[src/rtl/mor_pkg.sv]
// Purpose: Shared constants for the operational register bank.
// Assumes: Register file addresses are 8 bits wide.
// Notes:   Register offsets, status field positions and shared reset constants live here.
package mor_pkg;

  // Register offsets.
  localparam logic [7:0] ADDR_INDIRECT = 8'h00;
  localparam logic [7:0] ADDR_STATUS   = 8'h03;
  localparam logic [7:0] ADDR_BANKPTR  = 8'h04;
  localparam logic [7:0] ADDR_PORT5    = 8'h05;
  localparam logic [7:0] ADDR_PORT6    = 8'h06;
  localparam logic [7:0] ADDR_PORT7    = 8'h07;
  localparam logic [7:0] ADDR_PORT8    = 8'h08;
  localparam logic [7:0] ADDR_DISPCTL  = 8'h09;
  localparam logic [7:0] ADDR_SEGADDR  = 8'h0A;
  localparam logic [7:0] ADDR_SEGDATA  = 8'h0B;
  localparam logic [7:0] ADDR_CNTEN    = 8'h0C;

  // Status field positions.
  localparam int ST_PAGE_LO = 5;
  localparam int ST_TO      = 4;
  localparam int ST_PD      = 3;
  localparam int ST_Z       = 2;
  localparam int ST_DC      = 1;
  localparam int ST_C       = 0;

  // Write and read masks; unused bits read zero.
  localparam logic [7:0] MASK_STATUS  = 8'h7F;
  localparam logic [7:0] MASK_STATUS_SW = 8'h67;
  localparam logic [7:0] MASK_PORT5   = 8'hF1;
  localparam logic [7:0] MASK_DISPCTL = 8'hF7;
  localparam logic [7:0] MASK_SEGADDR = 8'h1F;
  localparam logic [7:0] MASK_SEGDATA = 8'h0F;
  localparam logic [7:0] MASK_CNTEN   = 8'h0F;

  // Reset values.
  localparam logic [7:0] RST_ZERO     = 8'h00;
  localparam logic [1:0] RST_FLAGS    = 2'h3;

  // Frame divisor base counts, indexed by duty then frame rate.
  localparam logic [8:0] DIV_H0 = 9'h100;
  localparam logic [8:0] DIV_H1 = 9'h118;
  localparam logic [8:0] DIV_H2 = 9'h130;
  localparam logic [8:0] DIV_H3 = 9'h0E8;
  localparam logic [8:0] DIV_T0 = 9'h0AC;
  localparam logic [8:0] DIV_T1 = 9'h0BC;
  localparam logic [8:0] DIV_T2 = 9'h0CC;
  localparam logic [8:0] DIV_T3 = 9'h09C;
  localparam logic [8:0] DIV_Q0 = 9'h080;
  localparam logic [8:0] DIV_Q1 = 9'h08C;
  localparam logic [8:0] DIV_Q2 = 9'h098;
  localparam logic [8:0] DIV_Q3 = 9'h074;

  // Duty codes.
  typedef enum logic [1:0] {
    MOR_DUTY_HALF,
    MOR_DUTY_THIRD,
    MOR_DUTY_QUARTER
  } mor_duty_t;

endpackage

[src/rtl/mor_regs.sv]
// Purpose: Operational register bank of an 8-bit microcontroller core.
// Assumes: Core presents one register access per cycle on core_clk.
// Notes:   Read data is registered; it appears the cycle after rd_en, one cycle later for segment and indirect reads.
//
// Notes on behaviour
// - Status bits 6:5 choose one of four 2K program pages.
// - Program counter rewrites load page bits into PC bits 11 and 12.
// - Returns leave page bits alone; stack restores full address.
// - Timeout flag set by sleep, watchdog clear, power-up; cleared by timeout.
// - Power-down flag set at power-on and watchdog clear; cleared by sleep.
// - Timeout/power-down pairs encode wake cause: 00,01,10,11.
// - Status bit2 zero, bit1 nibble carry, bit0 carry; bit7 unused.
// - Bank pointer bits 7:6 choose one of four data banks.
// - Bank pointer bits 5:0 address 64 indirect registers; else plain.
// - Port 5 bits 7:4 are pin data, direction from its control.
// - Port 5 bit 0 selects control register page; bits 3:1 unused.
// - Ports 6,7,8 have full 8-bit data, per-bit direction.
// - Display bits 6:5 select half, third or quarter duty.
// - Display bit 4 low disables and grounds the segment data.
// - Display bit 2 selects waveform A or B; bit 3 unused.
// - Display bits 1:0 pick frame divisor per duty.
// - Data buffer bits 3:0 carry segment data per common line.
// - Counter enable bits 3:0 start or stop four counters.
// - Address 00h accesses the register the bank pointer selects.
`timescale 1ns/1ps
`default_nettype none
module mor_regs (
  input  wire logic       core_clk,      // 125 MHz core clock.
  input  wire logic       resetn,        // Synchronous reset, active low.
  input  wire logic       power_up,      // Pulse: power-on event.
  input  wire logic       reset_pin_wake, // Pulse: reset pin woke sleep.
  input  wire logic       wr_en,         // Register write strobe.
  input  wire logic       rd_en,         // Register read strobe.
  input  wire logic [7:0] addr,          // Register address.
  input  wire logic [7:0] wdata,         // Write data.
  output logic      [7:0] rdata,         // Registered read data.
  output logic      [7:0] ext_addr,      // Banked address for RAM.
  output logic            ext_rd,        // Read passed to banked RAM.
  output logic            ext_wr,        // Write passed to banked RAM.
  output logic      [7:0] ext_wdata,     // Data for banked RAM.
  input  wire logic [7:0] ext_rdata,     // Banked RAM read data.
  input  wire logic       alu_we,        // Flag update from ALU.
  input  wire logic [2:0] alu_flags,     // Zero, nibble carry, carry.
  input  wire logic       sleep_instruction,          // Pulse.
  input  wire logic       watchdog_clear_instruction, // Pulse.
  input  wire logic       watchdog_timeout,           // Pulse.
  input  wire logic       pc_load,       // Jump, call or PC move.
  input  wire logic       pc_return,     // Any return flavour.
  input  wire logic [1:0] page_instr,    // PAGE instruction value.
  input  wire logic       page_instr_en, // PAGE instruction strobe.
  input  wire logic [1:0] bank_instr,    // BANK instruction value.
  input  wire logic       bank_instr_en, // BANK instruction strobe.
  output logic      [1:0] pc_page_bits,  // PC bits 12:11 on a load.
  output logic            pc_page_load,  // Pulse: load pc_page_bits.
  output logic      [1:0] ram_bank_select,   // Active data bank.
  input  wire logic [7:0] port5_pins,    // Port 5 pin levels.
  input  wire logic [7:0] port6_pins,    // Port 6 pin levels.
  input  wire logic [7:0] port7_pins,    // Port 7 pin levels.
  input  wire logic [7:0] port8_pins,    // Port 8 pin levels.
  input  wire logic [3:0] port5_direction_control, // 1 means input.
  input  wire logic [7:0] port6_direction_control, // 1 means input.
  input  wire logic [7:0] port7_direction_control, // 1 means input.
  input  wire logic [7:0] port8_direction_control, // 1 means input.
  output logic      [3:0] port5_out,     // Port 5 output data.
  output logic      [3:0] port5_oe,      // Port 5 drive enables.
  output logic      [7:0] port6_out,     // Port 6 output data.
  output logic      [7:0] port6_oe,      // Port 6 drive enables.
  output logic      [7:0] port7_out,     // Port 7 output data.
  output logic      [7:0] port7_oe,      // Port 7 drive enables.
  output logic      [7:0] port8_out,     // Port 8 output data.
  output logic      [7:0] port8_oe,      // Port 8 drive enables.
  output logic            control_page_select, // Control page.
  output logic            bias_select,   // 0 half, 1 third.
  output logic      [1:0] duty_select,   // Duty code.
  output logic            display_enable, // Display running.
  output logic            waveform_type, // 0 type A, 1 type B.
  output logic      [9:0] frame_divisor, // Sub-clock frame divisor.
  output logic            low_pulse_timer_enable,  // Timer enable.
  output logic            high_pulse_timer_enable, // Timer enable.
  output logic            counter_two_enable,      // Counter enable.
  output logic            counter_one_enable,      // Counter enable.
  input  wire logic [4:0] scan_addr,     // Display scan segment.
  output logic      [3:0] scan_data      // Segment data to driver.
);

  ////////////////////////////////////////////////////////////////////////
  logic [7:0] core_status_flags;
  logic [7:0] indirect_bank_pointer;
  logic [7:0] port5_data_page_select;
  logic [7:0] port6_data;
  logic [7:0] port7_data;
  logic [7:0] port8_data;
  logic [7:0] display_control;
  logic [7:0] display_segment_address;
  logic [7:0] counter_enables;
  logic [7:0] next_rdata;
  logic [3:0] seg_rdata;
  logic       indirect;
  logic       wr_hit;
  logic       rd_local;

  // Address 00h goes out to the banked RAM at the pointer.
  assign indirect = (addr == mor_pkg::ADDR_INDIRECT);
  assign wr_hit   = wr_en & ~indirect;
  assign rd_local = rd_en & ~indirect;

  // Merges pin levels for input bits with latched data for output bits.
  function automatic logic [7:0] port_read(input logic [7:0] latch,
                                           input logic [7:0] pins,
                                           input logic [7:0] dir);
    port_read = (pins & dir) | (latch & ~dir);
  endfunction

  // Picks the frame base count for a rate code and duty code.
  function automatic logic [8:0] frame_base(input logic [1:0] rate,
                                            input logic [1:0] duty);
    logic [8:0] b;
    b = mor_pkg::DIV_Q0;
    if (duty == 2'(mor_pkg::MOR_DUTY_HALF)) begin
      unique case (rate)
        2'h0: b = mor_pkg::DIV_H0;
        2'h1: b = mor_pkg::DIV_H1;
        2'h2: b = mor_pkg::DIV_H2;
        2'h3: b = mor_pkg::DIV_H3;
      endcase
    end else if (duty == 2'(mor_pkg::MOR_DUTY_THIRD)) begin
      unique case (rate)
        2'h0: b = mor_pkg::DIV_T0;
        2'h1: b = mor_pkg::DIV_T1;
        2'h2: b = mor_pkg::DIV_T2;
        2'h3: b = mor_pkg::DIV_T3;
      endcase
    end else begin
      unique case (rate)
        2'h0: b = mor_pkg::DIV_Q0;
        2'h1: b = mor_pkg::DIV_Q1;
        2'h2: b = mor_pkg::DIV_Q2;
        2'h3: b = mor_pkg::DIV_Q3;
      endcase
    end
    frame_base = b;
  endfunction

  ////////////////////////////////////////////////////////////////////////
  // Page bits, hardware flags and arithmetic flags of the status register.
  always_ff @(posedge core_clk) begin
    if (!resetn) begin
      core_status_flags <= mor_pkg::RST_ZERO;
      core_status_flags[mor_pkg::ST_TO] <= 1'b1;
      core_status_flags[mor_pkg::ST_PD] <= 1'b1;
    end else begin
      if (wr_hit && addr == mor_pkg::ADDR_STATUS) begin
        core_status_flags <= (wdata & mor_pkg::MASK_STATUS_SW)
          | (core_status_flags & ~mor_pkg::MASK_STATUS_SW);
      end else if (alu_we) begin
        core_status_flags[2:0] <= alu_flags;
      end
      if (page_instr_en) begin
        core_status_flags[6:5] <= page_instr;
      end
      // Returns do not touch the page field.
      if (power_up || reset_pin_wake) begin
        core_status_flags[mor_pkg::ST_TO] <= 1'b1;
        core_status_flags[mor_pkg::ST_PD] <= power_up;
      end else if (watchdog_timeout) begin
        core_status_flags[mor_pkg::ST_TO] <= 1'b0;
      end else if (sleep_instruction) begin
        core_status_flags[mor_pkg::ST_TO] <= 1'b1;
        core_status_flags[mor_pkg::ST_PD] <= 1'b0;
      end else if (watchdog_clear_instruction) begin
        core_status_flags[mor_pkg::ST_TO] <= 1'b1;
        core_status_flags[mor_pkg::ST_PD] <= 1'b1;
      end
    end
  end

  // Page bits copied into the program counter on any PC rewrite except a return.
  always_ff @(posedge core_clk) begin
    if (!resetn) begin
      pc_page_bits <= 2'h0;
      pc_page_load <= 1'b0;
    end else begin
      pc_page_bits <= core_status_flags[6:5];
      pc_page_load <= pc_load & ~pc_return;
    end
  end

  ////////////////////////////////////////////////////////////////////////
  // Bank and indirect pointer; a plain register when not used indirectly.
  always_ff @(posedge core_clk) begin
    if (!resetn) begin
      indirect_bank_pointer <= mor_pkg::RST_ZERO;
    end else if (wr_hit && addr == mor_pkg::ADDR_BANKPTR) begin
      indirect_bank_pointer <= wdata;
    end else if (bank_instr_en) begin
      indirect_bank_pointer[7:6] <= bank_instr;
    end
  end

  // Indirect access is forwarded with the 6-bit pointer address.
  always_ff @(posedge core_clk) begin
    if (!resetn) begin
      ext_addr  <= mor_pkg::RST_ZERO;
      ext_rd    <= 1'b0;
      ext_wr    <= 1'b0;
      ext_wdata <= mor_pkg::RST_ZERO;
      ram_bank_select <= 2'h0;
    end else begin
      ext_addr  <= {2'h0, indirect_bank_pointer[5:0]};
      ext_rd    <= rd_en & indirect;
      ext_wr    <= wr_en & indirect;
      ext_wdata <= wdata;
      ram_bank_select <= indirect_bank_pointer[7:6];
    end
  end

  ////////////////////////////////////////////////////////////////////////
  // Port data latches and the control page bit.
  always_ff @(posedge core_clk) begin
    if (!resetn) begin
      port5_data_page_select <= mor_pkg::RST_ZERO;
      port6_data <= mor_pkg::RST_ZERO;
      port7_data <= mor_pkg::RST_ZERO;
      port8_data <= mor_pkg::RST_ZERO;
    end else if (wr_hit) begin
      unique case (addr)
        mor_pkg::ADDR_PORT5: port5_data_page_select
          <= wdata & mor_pkg::MASK_PORT5;
        mor_pkg::ADDR_PORT6: port6_data <= wdata;
        mor_pkg::ADDR_PORT7: port7_data <= wdata;
        mor_pkg::ADDR_PORT8: port8_data <= wdata;
        default: ;
      endcase
    end
  end

  // Drive enables follow the direction controls; 0 there means output.
  always_ff @(posedge core_clk) begin
    if (!resetn) begin
      port5_out <= 4'h0;
      port5_oe  <= 4'h0;
      port6_out <= 8'h00;
      port6_oe  <= 8'h00;
      port7_out <= 8'h00;
      port7_oe  <= 8'h00;
      port8_out <= 8'h00;
      port8_oe  <= 8'h00;
      control_page_select <= 1'b0;
    end else begin
      port5_out <= port5_data_page_select[7:4];
      port5_oe  <= ~port5_direction_control;
      port6_out <= port6_data;
      port6_oe  <= ~port6_direction_control;
      port7_out <= port7_data;
      port7_oe  <= ~port7_direction_control;
      port8_out <= port8_data;
      port8_oe  <= ~port8_direction_control;
      control_page_select <= port5_data_page_select[0];
    end
  end

  ////////////////////////////////////////////////////////////////////////
  // Display control, segment address and counter enables.
  always_ff @(posedge core_clk) begin
    if (!resetn) begin
      display_control <= mor_pkg::RST_ZERO;
      display_segment_address <= mor_pkg::RST_ZERO;
      counter_enables <= mor_pkg::RST_ZERO;
    end else if (wr_hit) begin
      unique case (addr)
        mor_pkg::ADDR_DISPCTL: display_control
          <= wdata & mor_pkg::MASK_DISPCTL;
        mor_pkg::ADDR_SEGADDR: display_segment_address
          <= wdata & mor_pkg::MASK_SEGADDR;
        mor_pkg::ADDR_CNTEN: counter_enables
          <= wdata & mor_pkg::MASK_CNTEN;
        default: ;
      endcase
    end
  end

  // Decoded display and counter controls.
  always_ff @(posedge core_clk) begin
    if (!resetn) begin
      bias_select    <= 1'b0;
      duty_select    <= 2'h0;
      display_enable <= 1'b0;
      waveform_type  <= 1'b0;
      frame_divisor  <= 10'h000;
      scan_data      <= 4'h0;
      {low_pulse_timer_enable, high_pulse_timer_enable,
       counter_two_enable, counter_one_enable} <= 4'h0;
    end else begin
      bias_select    <= display_control[7];
      duty_select    <= display_control[6]
        ? 2'(mor_pkg::MOR_DUTY_QUARTER)
        : {1'b0, display_control[5]};
      display_enable <= display_control[4];
      waveform_type  <= display_control[2];
      frame_divisor  <= {1'b0,
        frame_base(display_control[1:0], display_control[6]
          ? 2'(mor_pkg::MOR_DUTY_QUARTER)
          : {1'b0, display_control[5]})};
      // Disabled display grounds the segment data.
      scan_data <= display_control[4] ? seg_rdata : 4'h0;
      {low_pulse_timer_enable, high_pulse_timer_enable,
       counter_two_enable, counter_one_enable}
        <= counter_enables[3:0];
    end
  end

  ////////////////////////////////////////////////////////////////////////
  // Display memory; core writes land at the segment address.
  mor_seg_ram #(
    .WIDTH (4),
    .DEPTH (32),
    .AW    (5)
  ) u_seg_ram (
    .core_clk (core_clk),
    .we       (wr_hit && addr == mor_pkg::ADDR_SEGDATA),
    .waddr    (display_segment_address[4:0]),
    .wdata    (wdata[3:0]),
    .raddr    (rd_local && addr == mor_pkg::ADDR_SEGDATA
               ? display_segment_address[4:0] : scan_addr),
    .rdata    (seg_rdata)
  );

  // Read mux; the display word is read one cycle later from the memory.
  always_comb begin
    next_rdata = mor_pkg::RST_ZERO;
    unique case (addr)
      mor_pkg::ADDR_STATUS:  next_rdata = core_status_flags
                                          & mor_pkg::MASK_STATUS;
      mor_pkg::ADDR_BANKPTR: next_rdata = indirect_bank_pointer;
      mor_pkg::ADDR_PORT5:   next_rdata = port_read(
        port5_data_page_select, port5_pins,
        {port5_direction_control, 4'h0}) & mor_pkg::MASK_PORT5;
      mor_pkg::ADDR_PORT6:   next_rdata = port_read(port6_data, port6_pins,
                                          port6_direction_control);
      mor_pkg::ADDR_PORT7:   next_rdata = port_read(port7_data, port7_pins,
                                          port7_direction_control);
      mor_pkg::ADDR_PORT8:   next_rdata = port_read(port8_data, port8_pins,
                                          port8_direction_control);
      mor_pkg::ADDR_DISPCTL: next_rdata = display_control;
      mor_pkg::ADDR_SEGADDR: next_rdata = display_segment_address;
      mor_pkg::ADDR_CNTEN:   next_rdata = counter_enables;
      default:               next_rdata = mor_pkg::RST_ZERO;
    endcase
  end

  // Registered read data; indirect reads return the banked RAM word.
  logic seg_rd_q;
  logic ind_rd_q;
  always_ff @(posedge core_clk) begin
    if (!resetn) begin
      seg_rd_q <= 1'b0;
      ind_rd_q <= 1'b0;
      rdata    <= mor_pkg::RST_ZERO;
    end else begin
      seg_rd_q <= rd_local && addr == mor_pkg::ADDR_SEGDATA;
      ind_rd_q <= rd_en & indirect;
      if (seg_rd_q) begin
        rdata <= {4'h0, seg_rdata};
      end else if (ind_rd_q) begin
        rdata <= ext_rdata;
      end else if (rd_local) begin
        rdata <= next_rdata;
      end
    end
  end

endmodule
`default_nettype wire

[src/rtl/mor_seg_ram.sv]
// Purpose: Segment display memory, 32 words of 4 bits.
// Assumes: One write and one read port on the core clock.
// Notes:   Read data comes out of a register.
`timescale 1ns/1ps
`default_nettype none
module mor_seg_ram #(
  parameter int WIDTH = 4,
  parameter int DEPTH = 32,
  parameter int AW    = 5
) (
  input  wire logic             core_clk, // Core clock.
  input  wire logic             we,       // Write strobe.
  input  wire logic [AW-1:0]    waddr,    // Write address.
  input  wire logic [WIDTH-1:0] wdata,    // Write data.
  input  wire logic [AW-1:0]    raddr,    // Read address.
  output logic      [WIDTH-1:0] rdata     // Registered read data.
);

  logic [WIDTH-1:0] mem [DEPTH];

  // Store on write, register the read word every cycle.
  always_ff @(posedge core_clk) begin
    if (we) begin
      mem[waddr] <= wdata;
    end
    rdata <= mem[raddr];
  end

endmodule
`default_nettype wire

[config.mk]
export PLATFORM = sky130hd
export DESIGN_NAME = mor_regs
export DESIGN_NICKNAME = d
export VERILOG_FILES = /design/src/rtl/mor_pkg.sv /design/src/rtl/mor_regs.sv /design/src/rtl/mor_seg_ram.sv
export SDC_FILE = /design/constraint.sdc
export NUM_CORES = 1
export LEC_CHECK = 0
export ABC_AREA = 0
export ABC_CLOCK_PERIOD_IN_PS = 2370
export BUFFER_PORTS_ARGS = -buffer_cell sky130_fd_sc_hd__buf_4
export CORE_UTILIZATION = 51
export CTS_CLUSTER_SIZE = 25
export DETAILED_ROUTE_END_ITERATION = 6
export PLACE_DENSITY = 0.86
export SLEW_MARGIN = 20
export SYNTH_ARGS = -nofsm -noshare
export SYNTH_HDL_FRONTEND = slang
export SYNTH_SLANG_ARGS = --single-unit
[constraint.sdc]
create_clock -name core_clk -period 2.37 [get_ports core_clk]
set_input_delay 0.1185 -clock core_clk [delete_from_list [all_inputs] [get_ports core_clk]]
set_output_delay 0.1185 -clock core_clk [all_outputs]
set_load 0.05 [all_outputs]
==> impl_metrics.ini <==
[logic_synthesis]
synth_cell_types = 64
synth_top_area_share_pct = 30.1
synth-seq-cells = 299
avgSynthCellArea_um2 = 11.4
yosysSeqAreaShare_pct = 56.9
synthMostInstantiatedCell = dfxtp_1
synth_edf_count = 128
synthFlopType = dfxtp_1
synth_largest_area_cell = edfxtp_1
netlist_area_um2 = 12800
synthArstFlopShare_pct = 0
netlist_top_cells_area = edfxtp_1 (30%), dfxtp_1 (27%), mux2i_1 (9.5%)
syn_inst = 1123
ys_warn_count = 0
synth_common_cells = dfxtp_1 (171), edfxtp_1 (128), mux2i_1 (121), nand2_1 (83)

[clock_network]
cts_buffer_depth = 3
insertion_delay_ps = 570
clkSinkCount = 299
htree_num_levels = 1
root_buffer = clkbuf_16
cts_buffers = 30
clk_pin_slew_ps = 60
tritoncts = built

[cells_and_area]
postLayoutCellArea_um2 = 16800
n_antenna_cell = 0
areaGrowthSynthToFinish_pct = 31.7
final_cells = 1789
nNetsFinal = 1561
layout-drive-gt1-share_pct = 26.8
nFillCells = 1660

[global_routing]
grt_usage_pct = 29.3
grt_overflow = 0
antenna_found_initial = 0
grt_pass1_vias = 10300
grt_first_pass_wirelength_um = 58200
grt_max_degree = 78

[sta]
fin_crit_sh_pct = 94.0
setup_ws_ps = 142
slew_headroom_pct = 53.9
max_freq_mhz = 449
drv_slew = 0
skew_ps = 11.0
tightestPinTransition_ps = 675
rsz0062_at_grt = no
final_hold_viol_count = 0
fin_tns_setup_ps = 0
min_period_ps = 2230
setup_viol = 0

[die]
die_w_um = 160
die-area_um2 = 25700
io_pins = 221
start_util_pct = 52.2
core_area_um2 = 24500
row_count = 57
die_y_um = 160

[power]
leakagePower_nw = 6.69
pwr-share-comb_pct = 9.1
p_seq_share_pct = 50.1
power_mw = 10.9
sw_frac_of_total_pct = 23.6
ir_drop_uv = 681
p_int_mw = 8.33
powerDensity_nw_per_um2 = 647
power_switching_mw = 2.57
clock_power_share_pct = 40.8

[worst_setup_path]
worstPathBufferInverterCount = 4
slowest_stage = dlygate4sd3_1
crit_path_start = addr[5]
crit_type = in2reg
cp_data_arrival_time_ps = 2680
rrSetupSlack_ps = 230
cp-end-kind = flop
worstPathCellList = buf_4 -> buf_4 -> nor4_4 -> buf_6 -> nand3_1 -> and2_1 -> nand2_1 -> mux2_2 -> o211a_1 -> dlygate4sd3_1
cp_top_family = buffers and inverters
crit_path_max_fanout = 23
rr_startpoint = display_segment_address[1]
crit_top_cell = buf_4
required_ps = 2820
start_kind = input pin
crit_path_max_incr_delay_ps = 570

[min_path]
hold_class = in2reg
hp-start = scan_addr[4]

[status]
status = finished clean

[placement]
place_inst = 1675
routabilityCongestion = 0.936
placed_cell_area_um2 = 15300
dp_hpwl_um = 25700
portBuffers = 211
pre_cts_slack_ps = -202

[drt]
dr.pass1.iters = 5
drc_errors = 0
wirelength_um = 37900
wl_met3_um = 2720
drtIter0Drc = 1061
num_vias = 10400
routed.top_layer = met4
met2WireLength_um = 19200
wire_per_inst_um = 21.2
wl_met1_um = 14500
vias_per_cell = 5.80
ant_nets = 0

[job]
drv_cap = 0
-- path summary, 6_finish.rpt --
path	to	cells after the start
max	core_status_flags[5]	10
min reg2reg	port8_out[6]	1
min	u_seg_ram.rdata[0]	4
max reg2reg	u_seg_ram.rdata[3]	7
-- per-stage QoR --
stage	hold WS (ps)	utilization (%)
3_5_place_dp	278	62.4
4_1_cts	3.97	68.8
3_3_place_gp	274	62.4
2_1_floorplan	190	-
5_1_grt	41.1	68.8
6_report	25.3	68.8
-- layout make-up --
type,instances,area [um2],area share (%)
flip-flops and latches,299,7270,43.2
repair buffers,372,3080,18.3
clock buffers,35,779,4.63
clock inverters,16,143,0.848
inverters,9,33.8,0.201
well taps,324,405,2.41
multi-input cells,734,5120,30.4
-- worst register-to-register path: stages, from the launching register on --
cell,delay (ps)
dfxtp_2,360
nand4_1,130
or3_1,450
buf_12,200
a21boi_0,180
o32ai_1,110
o31a_1,330
a2111oi_2,260
-- cell usage in the layout (no fill, tap or decap), drive strengths merged, types with 35 or more instances in the layout --
cell type,count
and2,60
buf,309
and3,42
edfxtp,128
nor2,61
dlygate4sd3,63
mux2i,121
nor2b,48
o21ai,39
nand2,84
dfxtp,171
clkbuf,35
a21boi,47
-- power by group through the flow --
stage / clock, mW / sequential (mW) / combinational (mW)
4_1_cts: 4.48 / 5.46 / 0.980
2_1_floorplan: 0 / 5.70 / 0.339
6_report: 4.44 / 5.46 / 0.996
3_5_place_dp: 0 / 5.57 / 0.889
5_1_grt: 4.70 / 5.46 / 1.05
3_3_place_gp: 0 / 5.57 / 0.880
-- registers in the layout, summed over array words and instances (netlist names), 8 cells and up --
name / count
port6_data: 8
port7_oe: 8
port7_out: 8
port6_oe: 8
port7_data: 8
u_seg_ram.mem: 128
indirect_bank_pointer: 8
port6_out: 8
port8_out: 8
port8_oe: 8
rdata: 8
port8_data: 8
ext_wdata: 8
-- layer usage --
metal  vias up  global-route usage [%]
met4         0                    11.6
met3       109                    4.65
met2       564                    52.1
met5         -                       0
li1       4751                       -
met1      4948                    35.4
-- cells by family (layout without fill, tap and decap cells) --
kind of cell    count (synthesis)  in the layout  synth area share, %
fa+ha+maj                       6              6                0.568
flops                         299            299                 56.9
compound gates                222            222                 12.9
other cells                     1              5               0.0294
simple gates                  361            361                 15.2
mux                           140            140                 11.2
buf+inv                        94            432                 3.27
-- timing repair --
action,in CTS,in global routing
buffers inserted,0,0
hold buffers,63,0
setup endpoints to repair,0,5
gates resized for setup,0,2
hold endpoints to repair,76,0
Power figures use the tool's default switching activity.
